### src/verilog/mpsj_consts.svh
// Constants for the microprogram sequencer branch logic.
`ifndef MPSJ_CONSTS_SVH
`define MPSJ_CONSTS_SVH
`define MPSJ_LC_W          11
`define MPSJ_MW_W          16
`define MPSJ_LC_RST        11'h000
`define MPSJ_RR_RST        11'h000
`define MPSJ_PAGE_LSB      8
// Opcode field positions in the microword.
`define MPSJ_OP_HI         15
`define MPSJ_OP_LO         8
// Opcode bits 15:8 for each group (octal 000000 etc. shifted right by 8).
`define MPSJ_OP_JMP_MAX    8'h07
`define MPSJ_OP_RFS_MIN    8'h08
`define MPSJ_OP_RFS_MAX    8'h0f
`define MPSJ_OP_ZB_CLR     8'h10
`define MPSJ_OP_ZB_SET     8'h11
`define MPSJ_OP_C8_CLR     8'h12
`define MPSJ_OP_C8_SET     8'h13
`define MPSJ_OP_IC_CLR     8'h14
`define MPSJ_OP_IC_SET     8'h15
`define MPSJ_OP_NB_CLR     8'h16
`define MPSJ_OP_NB_SET     8'h17
`define MPSJ_OP_Z_CLR      8'h18
`define MPSJ_OP_Z_SET      8'h19
`define MPSJ_OP_V_CLR      8'h1c
`define MPSJ_OP_N_CLR      8'h1e
`define MPSJ_OP_N_SET      8'h1f
`endif

### src/verilog/mpsj_pkg.sv
// Types for the microprogram sequencer branch logic.
package mpsj_pkg;
   typedef enum logic [2:0] {
      MPSJ_BR_NONE = 3'b001,
      MPSJ_BR_ABS  = 3'b010,
      MPSJ_BR_PAGE = 3'b100
   } mpsj_br_e;
   typedef enum logic [1:0] {
      MPSJ_ST_RUN  = 2'b01,
      MPSJ_ST_SEC  = 2'b10
   } mpsj_st_e;
endpackage : mpsj_pkg

### src/verilog/mpsj_dec_if.sv
// Interface carrying the decoded branch request between decoder and sequencer.
`timescale 1ns/1ps
interface mpsj_dec_if;
   logic              is_branch;
   logic              is_jump;
   logic              is_return;
   logic              is_cond;
   logic              taken;
   modport dec (output is_branch, output is_jump, output is_return, output is_cond, output taken);
   modport seq (input is_branch, input is_jump, input is_return, input is_cond, input taken);
endinterface : mpsj_dec_if

### src/verilog/mpsj_decode.sv
// Combinational opcode decoder and condition evaluator.
`timescale 1ns/1ps
`include "mpsj_consts.svh"
module mpsj_decode (
   input  wire logic [15:0] op_word_i,           // Microword being decoded.
   input  wire logic        byte_zero_bit_i,     // Byte-zero status bit.
   input  wire logic        byte_negative_bit_i, // Byte-negative status bit.
   input  wire logic        byte_carry_out_bit_i,// Byte carry-out status bit.
   input  wire logic        indirect_cond_code_i,// Indirect condition code.
   input  wire logic        cc_n_i,              // Negative condition code.
   input  wire logic        cc_z_i,              // Zero condition code.
   input  wire logic        cc_v_i,              // Overflow condition code.
   mpsj_dec_if.dec          dec                  // Decoded request.
);
   logic [7:0] op;
   assign op = op_word_i[`MPSJ_OP_HI:`MPSJ_OP_LO];
   // Group decode by the upper opcode byte.
   always_comb begin
      dec.is_jump   = (op <= `MPSJ_OP_JMP_MAX);
      dec.is_return = (op >= `MPSJ_OP_RFS_MIN) && (op <= `MPSJ_OP_RFS_MAX);
      dec.is_cond   = 1'b1;
      dec.taken     = 1'b0;
      case (op)
         `MPSJ_OP_ZB_CLR: dec.taken = ~byte_zero_bit_i;
         `MPSJ_OP_ZB_SET: dec.taken = byte_zero_bit_i;
         `MPSJ_OP_NB_CLR: dec.taken = ~byte_negative_bit_i;
         `MPSJ_OP_NB_SET: dec.taken = byte_negative_bit_i;
         `MPSJ_OP_IC_CLR: dec.taken = ~indirect_cond_code_i;
         `MPSJ_OP_IC_SET: dec.taken = indirect_cond_code_i;
         `MPSJ_OP_C8_CLR: dec.taken = ~byte_carry_out_bit_i;
         `MPSJ_OP_C8_SET: dec.taken = byte_carry_out_bit_i;
         `MPSJ_OP_N_CLR:  dec.taken = ~cc_n_i;
         `MPSJ_OP_N_SET:  dec.taken = cc_n_i;
         `MPSJ_OP_Z_CLR:  dec.taken = ~cc_z_i;
         `MPSJ_OP_Z_SET:  dec.taken = cc_z_i;
         `MPSJ_OP_V_CLR:  dec.taken = ~cc_v_i;
         default:         dec.is_cond = 1'b0;
      endcase
      dec.is_branch = dec.is_jump | dec.is_return | dec.is_cond;
   end
endmodule : mpsj_decode

### src/verilog/mpsj_sequencer.sv
// Location counter sequencing for jump, return and conditional jump microinstructions.
// Summary of operation
// - Jump opcodes 000000-003777 load microword bits 10:0 into the location counter.
// - Every jump, return and conditional jump takes two microcycles.
// - Jump and return ignore any translation array address.
// - Branches change only the location counter, plus the return register on a jump.
// - Return opcodes 004000-007777 load the return register into the location counter.
// - The return register is captured when an unconditional jump executes.
// - Taken conditional jump replaces counter bits 7:0 only; page bits stay.
// - The page is fixed when the sequential address loads in microcycle one.
// - A failed test keeps the already loaded sequential address.
// - Conditional jumps ignore translation array bits 7:0.
// - 010000-010377 branch on byte zero clear; 010400-010777 on set.
// - 013000-013377 branch on byte negative clear; 013400-013777 on set.
// - 012000-012377 branch when the indirect condition code is zero.
// - A modify step before a jump lets a register supply the target.
// - 012400-012777 branch when the indirect condition code is one.
// - 011000-011377 branch on carry-out clear; 011400-011777 on set.
// - 017000/017400 test negative code; 014000/014400 test zero code.
// - 016000-016377 branch when the overflow code is clear.
`timescale 1ns/1ps
`include "mpsj_consts.svh"
module mpsj_sequencer (
   input  wire logic                     core_clk_i,           // System clock, 100 MHz.
   input  wire logic                     rst_n_i,              // Asynchronous reset, active low.
   input  wire logic                     ucyc_en_i,            // One-cycle pulse per microcycle.
   input  wire logic [`MPSJ_MW_W-1:0]    microword_field_i,    // Fetched microword.
   input  wire logic                     modify_valid_i,       // Modify step supplied a register word.
   input  wire logic [`MPSJ_MW_W-1:0]    modify_word_i,        // Register word merged into the microword.
   input  wire logic                     xlat_valid_i,         // Translation array hit.
   input  wire logic [`MPSJ_LC_W-1:0]    xlat_addr_i,          // Translation array address.
   input  wire logic                     byte_zero_bit_i,      // Byte-zero status bit.
   input  wire logic                     byte_negative_bit_i,  // Byte-negative status bit.
   input  wire logic                     byte_carry_out_bit_i, // Byte carry-out status bit.
   input  wire logic                     indirect_cond_code_i, // Indirect condition code.
   input  wire logic                     cc_n_i,               // Negative condition code.
   input  wire logic                     cc_z_i,               // Zero condition code.
   input  wire logic                     cc_v_i,               // Overflow condition code.
   output logic [`MPSJ_LC_W-1:0]         location_counter_o,   // Next fetch address.
   output logic [`MPSJ_LC_W-1:0]         return_register_o,    // Saved return address.
   output logic                          branch_busy_o,        // High in the second branch microcycle.
   output logic                          data_hold_o           // Block data, flag and code writes.
);
   import mpsj_pkg::*;

   mpsj_dec_if dif ();
   logic [`MPSJ_MW_W-1:0] word_eff;
   logic [`MPSJ_LC_W-1:0] lc_r, lc_nxt, rr_r, rr_nxt, seq_addr;
   logic [`MPSJ_LC_W-1:0] tgt_r, tgt_nxt;
   mpsj_br_e              br_r, br_nxt;
   mpsj_st_e              st_r, st_nxt;

   ////////////////////////////////////////////////////////////////////////////////
   // A modify step ORs a register word into the microword so the jump target can
   // come from a register; without it the microword is used as fetched.
   assign word_eff = modify_valid_i ? (microword_field_i | modify_word_i) : microword_field_i;

   mpsj_decode u_dec (
      .op_word_i            (word_eff),
      .byte_zero_bit_i      (byte_zero_bit_i),
      .byte_negative_bit_i  (byte_negative_bit_i),
      .byte_carry_out_bit_i (byte_carry_out_bit_i),
      .indirect_cond_code_i (indirect_cond_code_i),
      .cc_n_i               (cc_n_i),
      .cc_z_i               (cc_z_i),
      .cc_v_i               (cc_v_i),
      .dec                  (dif)
   );

   // Sequential address, wrapping inside the 11-bit space.
   assign seq_addr = lc_r + 11'h001;

   ////////////////////////////////////////////////////////////////////////////////
   // Next-state logic. First microcycle loads the sequential address (fixing the
   // page) and latches the target; the second microcycle applies it.
   always_comb begin
      lc_nxt  = lc_r;
      rr_nxt  = rr_r;
      tgt_nxt = tgt_r;
      br_nxt  = br_r;
      st_nxt  = st_r;
      if (ucyc_en_i) begin
         case (st_r)
            MPSJ_ST_RUN: begin
               lc_nxt = seq_addr;
               if (dif.is_branch) begin
                  st_nxt = MPSJ_ST_SEC;
                  br_nxt = MPSJ_BR_NONE;
                  if (dif.is_jump) begin
                     tgt_nxt = word_eff[`MPSJ_LC_W-1:0];
                     br_nxt  = MPSJ_BR_ABS;
                     rr_nxt  = seq_addr;
                  end else if (dif.is_return) begin
                     tgt_nxt = rr_r;
                     br_nxt  = MPSJ_BR_ABS;
                  end else if (dif.taken) begin
                     tgt_nxt = {seq_addr[`MPSJ_LC_W-1:`MPSJ_PAGE_LSB], word_eff[7:0]};
                     br_nxt  = MPSJ_BR_PAGE;
                  end
               end else if (xlat_valid_i) begin
                  // Translation only steers ordinary microinstructions.
                  lc_nxt = xlat_addr_i;
               end
            end
            MPSJ_ST_SEC: begin
               st_nxt = MPSJ_ST_RUN;
               case (br_r)
                  MPSJ_BR_ABS:  lc_nxt = tgt_r;
                  MPSJ_BR_PAGE: lc_nxt = tgt_r;
                  MPSJ_BR_NONE: lc_nxt = lc_r;
                  default:      lc_nxt = lc_r;
               endcase
            end
            default: st_nxt = MPSJ_ST_RUN;
         endcase
      end
   end

   // State registers; translation input never reaches them during a branch.
   always_ff @(posedge core_clk_i or negedge rst_n_i) begin
      if (!rst_n_i) begin
         lc_r  <= `MPSJ_LC_RST;
         rr_r  <= `MPSJ_RR_RST;
         tgt_r <= `MPSJ_LC_RST;
         br_r  <= MPSJ_BR_NONE;
         st_r  <= MPSJ_ST_RUN;
      end else begin
         lc_r  <= lc_nxt;
         rr_r  <= rr_nxt;
         tgt_r <= tgt_nxt;
         br_r  <= br_nxt;
         st_r  <= st_nxt;
      end
   end

   ////////////////////////////////////////////////////////////////////////////////
   // Outputs. Data hold stops the data unit from writing registers or flags while
   // a branch-class word is executing, in both microcycles.
   assign location_counter_o = lc_r;
   assign return_register_o  = rr_r;
   assign branch_busy_o      = (st_r == MPSJ_ST_SEC);
   assign data_hold_o        = branch_busy_o | dif.is_branch;
endmodule : mpsj_sequencer

### config.mk
export PLATFORM = sky130hd
export DESIGN_NAME = mpsj_sequencer
export DESIGN_NICKNAME = d
export VERILOG_FILES = /design/src/verilog/mpsj_pkg.sv /design/src/verilog/mpsj_dec_if.sv /design/src/verilog/mpsj_decode.sv /design/src/verilog/mpsj_sequencer.sv
export VERILOG_INCLUDE_DIRS = /design/src /design/src/verilog
export SDC_FILE = /design/constraint.sdc
export NUM_CORES = 1
export LEC_CHECK = 0
export BUFFER_PORTS_ARGS = -buffer_cell sky130_fd_sc_hd__buf_2
export CAP_MARGIN = 20
export CORE_MARGIN = 4
export CORE_UTILIZATION = 51
export CTS_CLUSTER_DIAMETER = 80
export DETAILED_ROUTE_END_ITERATION = 10
export PLACE_DENSITY = 0.8
export SYNTH_ARGS = -nofsm -noshare
export SYNTH_HDL_FRONTEND = slang
export SYNTH_HIERARCHICAL = 1
export SYNTH_SLANG_ARGS = --single-unit
export TNS_END_PERCENT = 100
### constraint.sdc
create_clock -name core_clk_i -period 2.3 [get_ports core_clk_i]
set_input_delay 0.345 -clock core_clk_i [delete_from_list [all_inputs] [get_ports core_clk_i]]
set_output_delay 0.345 -clock core_clk_i [all_outputs]
set_load 0.02 [all_outputs]
==> results of run 1 <==
==> per-stage QoR <==
stage               worst slack, ns  instances  hold slack, ns  utilization [%]  setup TNS [ns]
floorplan                  0.000724        284          0.0494                -               0
global placement            -0.0472        433           0.468             64.2          -0.250
detailed placement           -0.129        433           0.476             64.2           -1.39
CTS                           0.115        441           0.175             67.1               0
global route                0.00738        441           0.214             67.2               0
finish                        0.142        441           0.139             67.2               0
==> critical path: stages <==
cell and delay [ns]:
buf_2 0.16, a21o_1 0.25, mux2_2 0.37, o211ai_2 0.16
nand2_1 0.15, nand2b_1 0.20, buf_2 0.17
==> final cells by class <==
cell class | count | share of cell area, %
Clock buffer | 5 | 2.15
Clock inverter | 3 | 2.15
Inverter | 9 | 1.10
Multi-Input combinational cell | 219 | 44.8
Sequential cell | 38 | 29.8
Tap cell | 67 | 2.62
Timing Repair Buffer | 100 | 17.4
==> cell usage in the layout, fill, tap and decap left out, types with 2 or more instances in the layout <==
master      n
nor3_1     11
a31oi_1    10
dfrtp_1    36
nor2b_1     5
nand2b_4    2
xor2_1      2
nand3b_1    2
buf_4      22
nand3_1    10
mux2_2      2
a222oi_1    2
bufinv_16   2
buf_2      78
o21ai_0    25
clkbuf_8    5
mux2i_1    10
nand4_1     3
a21o_1     18
xnor2_1     3
nand2_1    28
inv_1       7
nor2_1     25
o21a_1      3
o211ai_1    2
a21oi_1    11
o221ai_1    3
o31ai_1     3
nand2b_1    6
dfstp_2     2
==> flip-flops by register name, indices dropped and copies added (netlist names) <==
signal	count
return_register_o	11
st_r	2
tgt_r	11
br_r	3
location_counter_o	11
==> report_power, final <==
| part | switching, mW | internal [mW] |
|---|---|---|
| Sequential | 0.113 | 0.738 |
| Combinational | 0.330 | 0.254 |
| Clock | 0.264 | 0.435 |
| Total | 0.707 | 1.43 |
==> how the worst max path moves through the flow <==
stage / end / startpoint / slack (ns)
2_1_floorplan: tgt_r[6]$_DFFE_PN0P_ / modify_valid_i / 0.0007
3_3_place_gp: return_register_o[7]$_DFFE_PN0P_ / modify_valid_i / -0.05
6_report: data_hold_o / modify_valid_i / 0.14
3_5_place_dp: return_register_o[9]$_DFFE_PN0P_ / modify_valid_i / -0.13
5_1_grt: location_counter_o[9]$_DFFE_PN0P_ / modify_valid_i / 0.007
4_1_cts: data_hold_o / modify_valid_i / 0.12
==> metal layers <==
metal,vias up,share of wire [%],GRT usage [%],wire (um)
met3,20,7.2,3.78,512
met5,-,0,0,0
met1,1205,40,30.4,2840
met2,118,50,40.8,3540
li1,1220,-,-,-
met4,0,2.7,9.62,188
==> flow_summary_export.csv, run 1 <==
group,metric,value,unit
cells_and_area,multiInputGateArea,1430,um2
run,timing.max_cap.violations,0,
clocking,clockRootBuffer,"clkbuf_8",
clocking,numClockSinks,38,
cells_and_area,syn_to_final_growth,27.1,%
cells_and_area,layout.nets,429,
grt,grt_pass1_vias,2461,
hold_path,timing.hold.worst.class,"primary input to asynchronous set/reset pin",
grt,grt_start_max_net_pins,39,
floorplanning,initial_utilization,52.9,%
critical_path,cp_arrival,1.81,ns
timing,tightest_pin_transition,0.843,ns
clocking,tritoncts.num_buffers,5,
critical_path,r2r-start,"location_counter_o[0]$_DFFE_PN0P_",
placement,numPortBuffers,78,
floorplanning,core.rowCount,25,
clocking,cts.clk_slew.worst_paths,0.08,ns
critical_path,cp_max_fo,9,
route,detail_route.vias_per_cell,5.81,
critical_path,rr_worst_depth,5,
yosys,yosysWarnings,6,
route,postRouteWirelength,7080,um
yosys,avgSynthCellArea,8.86,um2
placement,gpl.final_weighted_congestion,0.875,
critical_path,cp_launch_type,"primary input",
clocking,cts-root-to-sink-buffers,2,
clocking,post_cts_resize_count,0,
grt,total_global_routing_track_utilization,24.0,%
cells_and_area,layout-drive-gt1-share,35.3,%
placement,place_hpwl,5370,um
yosys,syn_inst,284,
cells_and_area,antennaDiodeCount,0,
yosys,synth.cell_area,2510,um2
grt,antenna_violations_before_repair,0,
route,routed_wire_length_per_instance,16.0,um
timing,slew_violations,0,
outcome,status,"finished clean",
critical_path,worst-setup-path-type,"primary input to output port",
route,drcViolationCount,0,
timing,fin_crit_period,2.16,ns
floorplanning,floorplan.io_pins,79,
clocking,clkLatencyLatePin,0.30,ns
timing,setup_repair_after_global_routing_missed_its_margin,"no",
power,irDropWorstVdd,0.000325,V
route,route.antenna.remaining_nets,0,
power,pwr_density,668,nW/um2
critical_path,worst_r2r_setup_slack,0.43,ns
timing,achievable-frequency,463,MHz
clocking,htree_num_levels,2,
critical_path,crit-reg2reg-capture,"location_counter_o[10]$_DFFE_PN0P_",
timing,maxSlewHeadroom,43.8,%
route,num_vias,2563,
timing,hold_viol_final,0,
power,total_power_consumption,2.13,mW
timing,clock-skew-final,0.0103,ns
yosys,mapped_nets,340,
power,static_power_due_to_leakage,1.65,nW
critical_path,critical_path_required,1.96,ns
clocking,ctsHoldBuffers,0,
route,detail_route.iter0.violations,259,
floorplanning,chipWidth,78.2,um
floorplanning,die_area,6120,um2
grt,grt_first_pass_wirelength,11600,um
cells_and_area,final_cell_area,3200,um2
clocking,cts_tree,"built",
cells_and_area,fillers,406,
timing,timing.final.crit_share,93.8,%
grt,grt.overflow.total,0,
placement,placed_area,3050,um2
route,first_pass_iteration_count_of_the_detailed_router,5,
cells_and_area,layout.area.seq,953,um2
critical_path,worst_setup_path_end_kind,"output port",
timing,setup_viol,0,
clocking,post_cts.repair.setup_buffers,0,
floorplanning,placeableCoreArea,4750,um2
floorplanning,die_height,78.2,um
Power figures use the tool's default switching activity.
==> inputs of run 2 (changes only) <==
- ABC_AREA: unset -> 1
- CORE_UTILIZATION: 51 -> 52
- CTS_CLUSTER_DIAMETER: 80 -> unset
- PLACE_DENSITY: 0.8 -> 0.81
==> run 2 against run 1 <==
Routed wire length is 0.24% lower. Hold slack better by 0.0025 ns. Highest routed layer unchanged. Cell count is 19% higher. Worst setup slack better by 0.18 ns. Global-route usage hardly changed. Final area is 0.20% lower. Largest power group unchanged.
==> flow_summary_export.csv, run 2 <==
group,metric,value,unit
yosys,syn_inst,374,
cells_and_area,antennaDiodeCount,0,
critical_path,worst_r2r_setup_slack,0.68,ns
critical_path,cpMaxStageDelayCell,"a21o_1",
floorplanning,chipWidth,78.5,um
hold_path,timing.hold.worst.class,"primary input to asynchronous set/reset pin",
floorplanning,floorplan.io_pins,79,
critical_path,critical-path-max-stage-delay,0.36,ns
floorplanning,core.rowCount,25,
cells_and_area,layout.nets,514,
timing,tightest_pin_transition,0.821,ns
clocking,tritoncts.num_buffers,5,
critical_path,crit-reg2reg-capture,"location_counter_o[6]$_DFFE_PN0P_",
critical_path,worst_setup_path_end_kind,"output port",
placement,place_hpwl,5530,um
yosys,synth.cell_area,2580,um2
grt,total_global_routing_track_utilization,24.0,%
floorplanning,die_height,78.5,um
route,detail_route.iter0.violations,116,
route,drcViolationCount,0,
route,postRouteWirelength,7060,um
power,irDropWorstVdd,0.000426,V
timing,achievable-frequency,504,MHz
route,routed_wire_length_per_instance,13.4,um
clocking,post_cts.repair.setup_buffers,0,
floorplanning,die_area,6160,um2
critical_path,critical_path_required,1.96,ns
route,first_pass_iteration_count_of_the_detailed_router,4,
clocking,htree_num_levels,2,
critical_path,worst-setup-path-type,"primary input to output port",
grt,grt.overflow.total,0,
timing,clock-skew-final,0.00680,ns
cells_and_area,layout-drive-gt1-share,26.1,%
clocking,cts.clk_slew.worst_paths,0.08,ns
timing,slew_violations,0,
outcome,status,"finished clean",
timing,setup_viol,0,
timing,maxSlewHeadroom,45.3,%
cells_and_area,layout.area.seq,953,um2
power,static_power_due_to_leakage,1.81,nW
critical_path,cp_max_fo,11,
cells_and_area,syn_to_final_growth,23.5,%
critical_path,critical_path_buffer_and_inverter_count,3,
critical_path,cp_cell_sequence,"buf_2, a21o_1, nand3_1, nand3b_1, nand2_1, inv_1, nand2_1, buf_2",
cells_and_area,final_cell_mix,"nand2_1 (103), buf_2 (78), nor2_1 (50), inv_1 (41), dfrtp_1 (36)",
placement,numPortBuffers,78,
route,route.antenna.remaining_nets,0,
route,num_vias,2709,
critical_path,rr_worst_depth,8,
run,timing.max_cap.violations,0,
power,total_power_consumption,1.97,mW
cells_and_area,layout_commonest_cell,"nand2_1",
critical_path,worst_setup_sp,"modify_valid_i",
cells_and_area,fillers,427,
timing,timing.final.crit_share,86.2,%
timing,setup_repair_after_global_routing_missed_its_margin,"no",
critical_path,worst_path_dominant_cell_family,"buffers and inverters",
grt,grt_start_max_net_pins,39,
grt,antenna_violations_before_repair,0,
floorplanning,placeableCoreArea,4750,um2
critical_path,r2r-start,"location_counter_o[0]$_DFFE_PN0P_",
clocking,ctsHoldBuffers,0,
cells_and_area,multiInputGateArea,1360,um2
floorplanning,initial_utilization,54.3,%
grt,grt_first_pass_wirelength,11700,um
power,pwr_density,617,nW/um2
yosys,avgSynthCellArea,6.91,um2
placement,gpl.final_weighted_congestion,0.895,
clocking,cts_tree,"built",
clocking,clkLatencyLatePin,0.30,ns
yosys,mapped_nets,430,
timing,fin_crit_period,1.98,ns
grt,grt_pass1_vias,2469,
timing,hold_viol_final,0,
route,detail_route.vias_per_cell,5.15,
clocking,clockRootBuffer,"clkbuf_8",
clocking,numClockSinks,38,
clocking,cts-root-to-sink-buffers,2,
yosys,yosysWarnings,6,
critical_path,cp_launch_type,"primary input",
critical_path,cp_arrival,1.64,ns
timing,setup_total_negative_slack,0,ns
clocking,post_cts_resize_count,0,
==> run 2: cell types whose count changed in the layout (fill, tap and decap cells not counted), sizes merged, moves of 11 or more <==
cell   previous run  this run
nor2             27        54
inv               8        47
nand3            10        32
nand2            29       105
nor3             12         1
buf             100        89
==> run 2: worst max path at each step <==
stage                                              endpoint  slack (ns)  cells after the start
after floorplan           location_counter_o[4]$_DFFE_PN0P_        0.28                     15
after global placement                 tgt_r[8]$_DFFE_PN0P_        0.15                     13
after detailed placement  location_counter_o[1]$_DFFE_PN0P_        0.05                     14
after CTS                                       data_hold_o        0.32                      8
after global routing      location_counter_o[8]$_DFFE_PN0P_        0.10                     14
final                                           data_hold_o        0.32                      8
==> run 2: worst reg2reg max path, cell delays in order, from the launching register on <==
cell,delay (ns)
dfrtp_1,0.43
ha_1,0.24
nand2_1,0.08
nor2_2,0.22
xor2_1,0.32
nand2_1,0.09
nand2_1,0.07
nand2_1,0.04
nand2_1,0.06
==> run 2: area by class of cell <==
cell class	count	area share, %
multi-input combinational	276	42.5
sequential	38	29.9
timing repair buffer	89	14.8
inverter	48	5.81
tap	67	2.63
clock buffer	5	2.16
clock inverter	3	2.16
==> run 2: per-layer routing <==
layer	part of all wire, %	GRT usage (%)	vias up
met4	1.7	7.17	0
met1	47	34.0	1234
met5	0	0	-
li1	-	-	1369
met3	5.9	4.59	12
met2	45	37.1	94
==> run 2: report_power, final <==
part / leakage (nW) / switching, mW / total, mW / internal (mW)
Clock: 0.0683 / 0.250 / 0.685 / 0.435
Combinational: 1.29 / 0.295 / 0.478 / 0.183
Sequential: 0.450 / 0.0762 / 0.805 / 0.729
==> run 2: metrics by stage <==
| step | instances | worst slack [ns] | hold WS (ns) | area, um2 | util (%) |
|---|---|---|---|---|---|
| after floorplan | 374 | 0.276 | 0.0494 | 2580 | - |
| after global placement | 518 | 0.154 | 0.485 | 3050 | 64.2 |
| after detailed placement | 518 | 0.0522 | 0.490 | 3050 | 64.2 |
| after CTS | 526 | 0.325 | 0.167 | 3190 | 67.1 |
| after global routing | 526 | 0.104 | 0.205 | 3190 | 67.1 |
| final | 526 | 0.317 | 0.142 | 3190 | 67.1 |
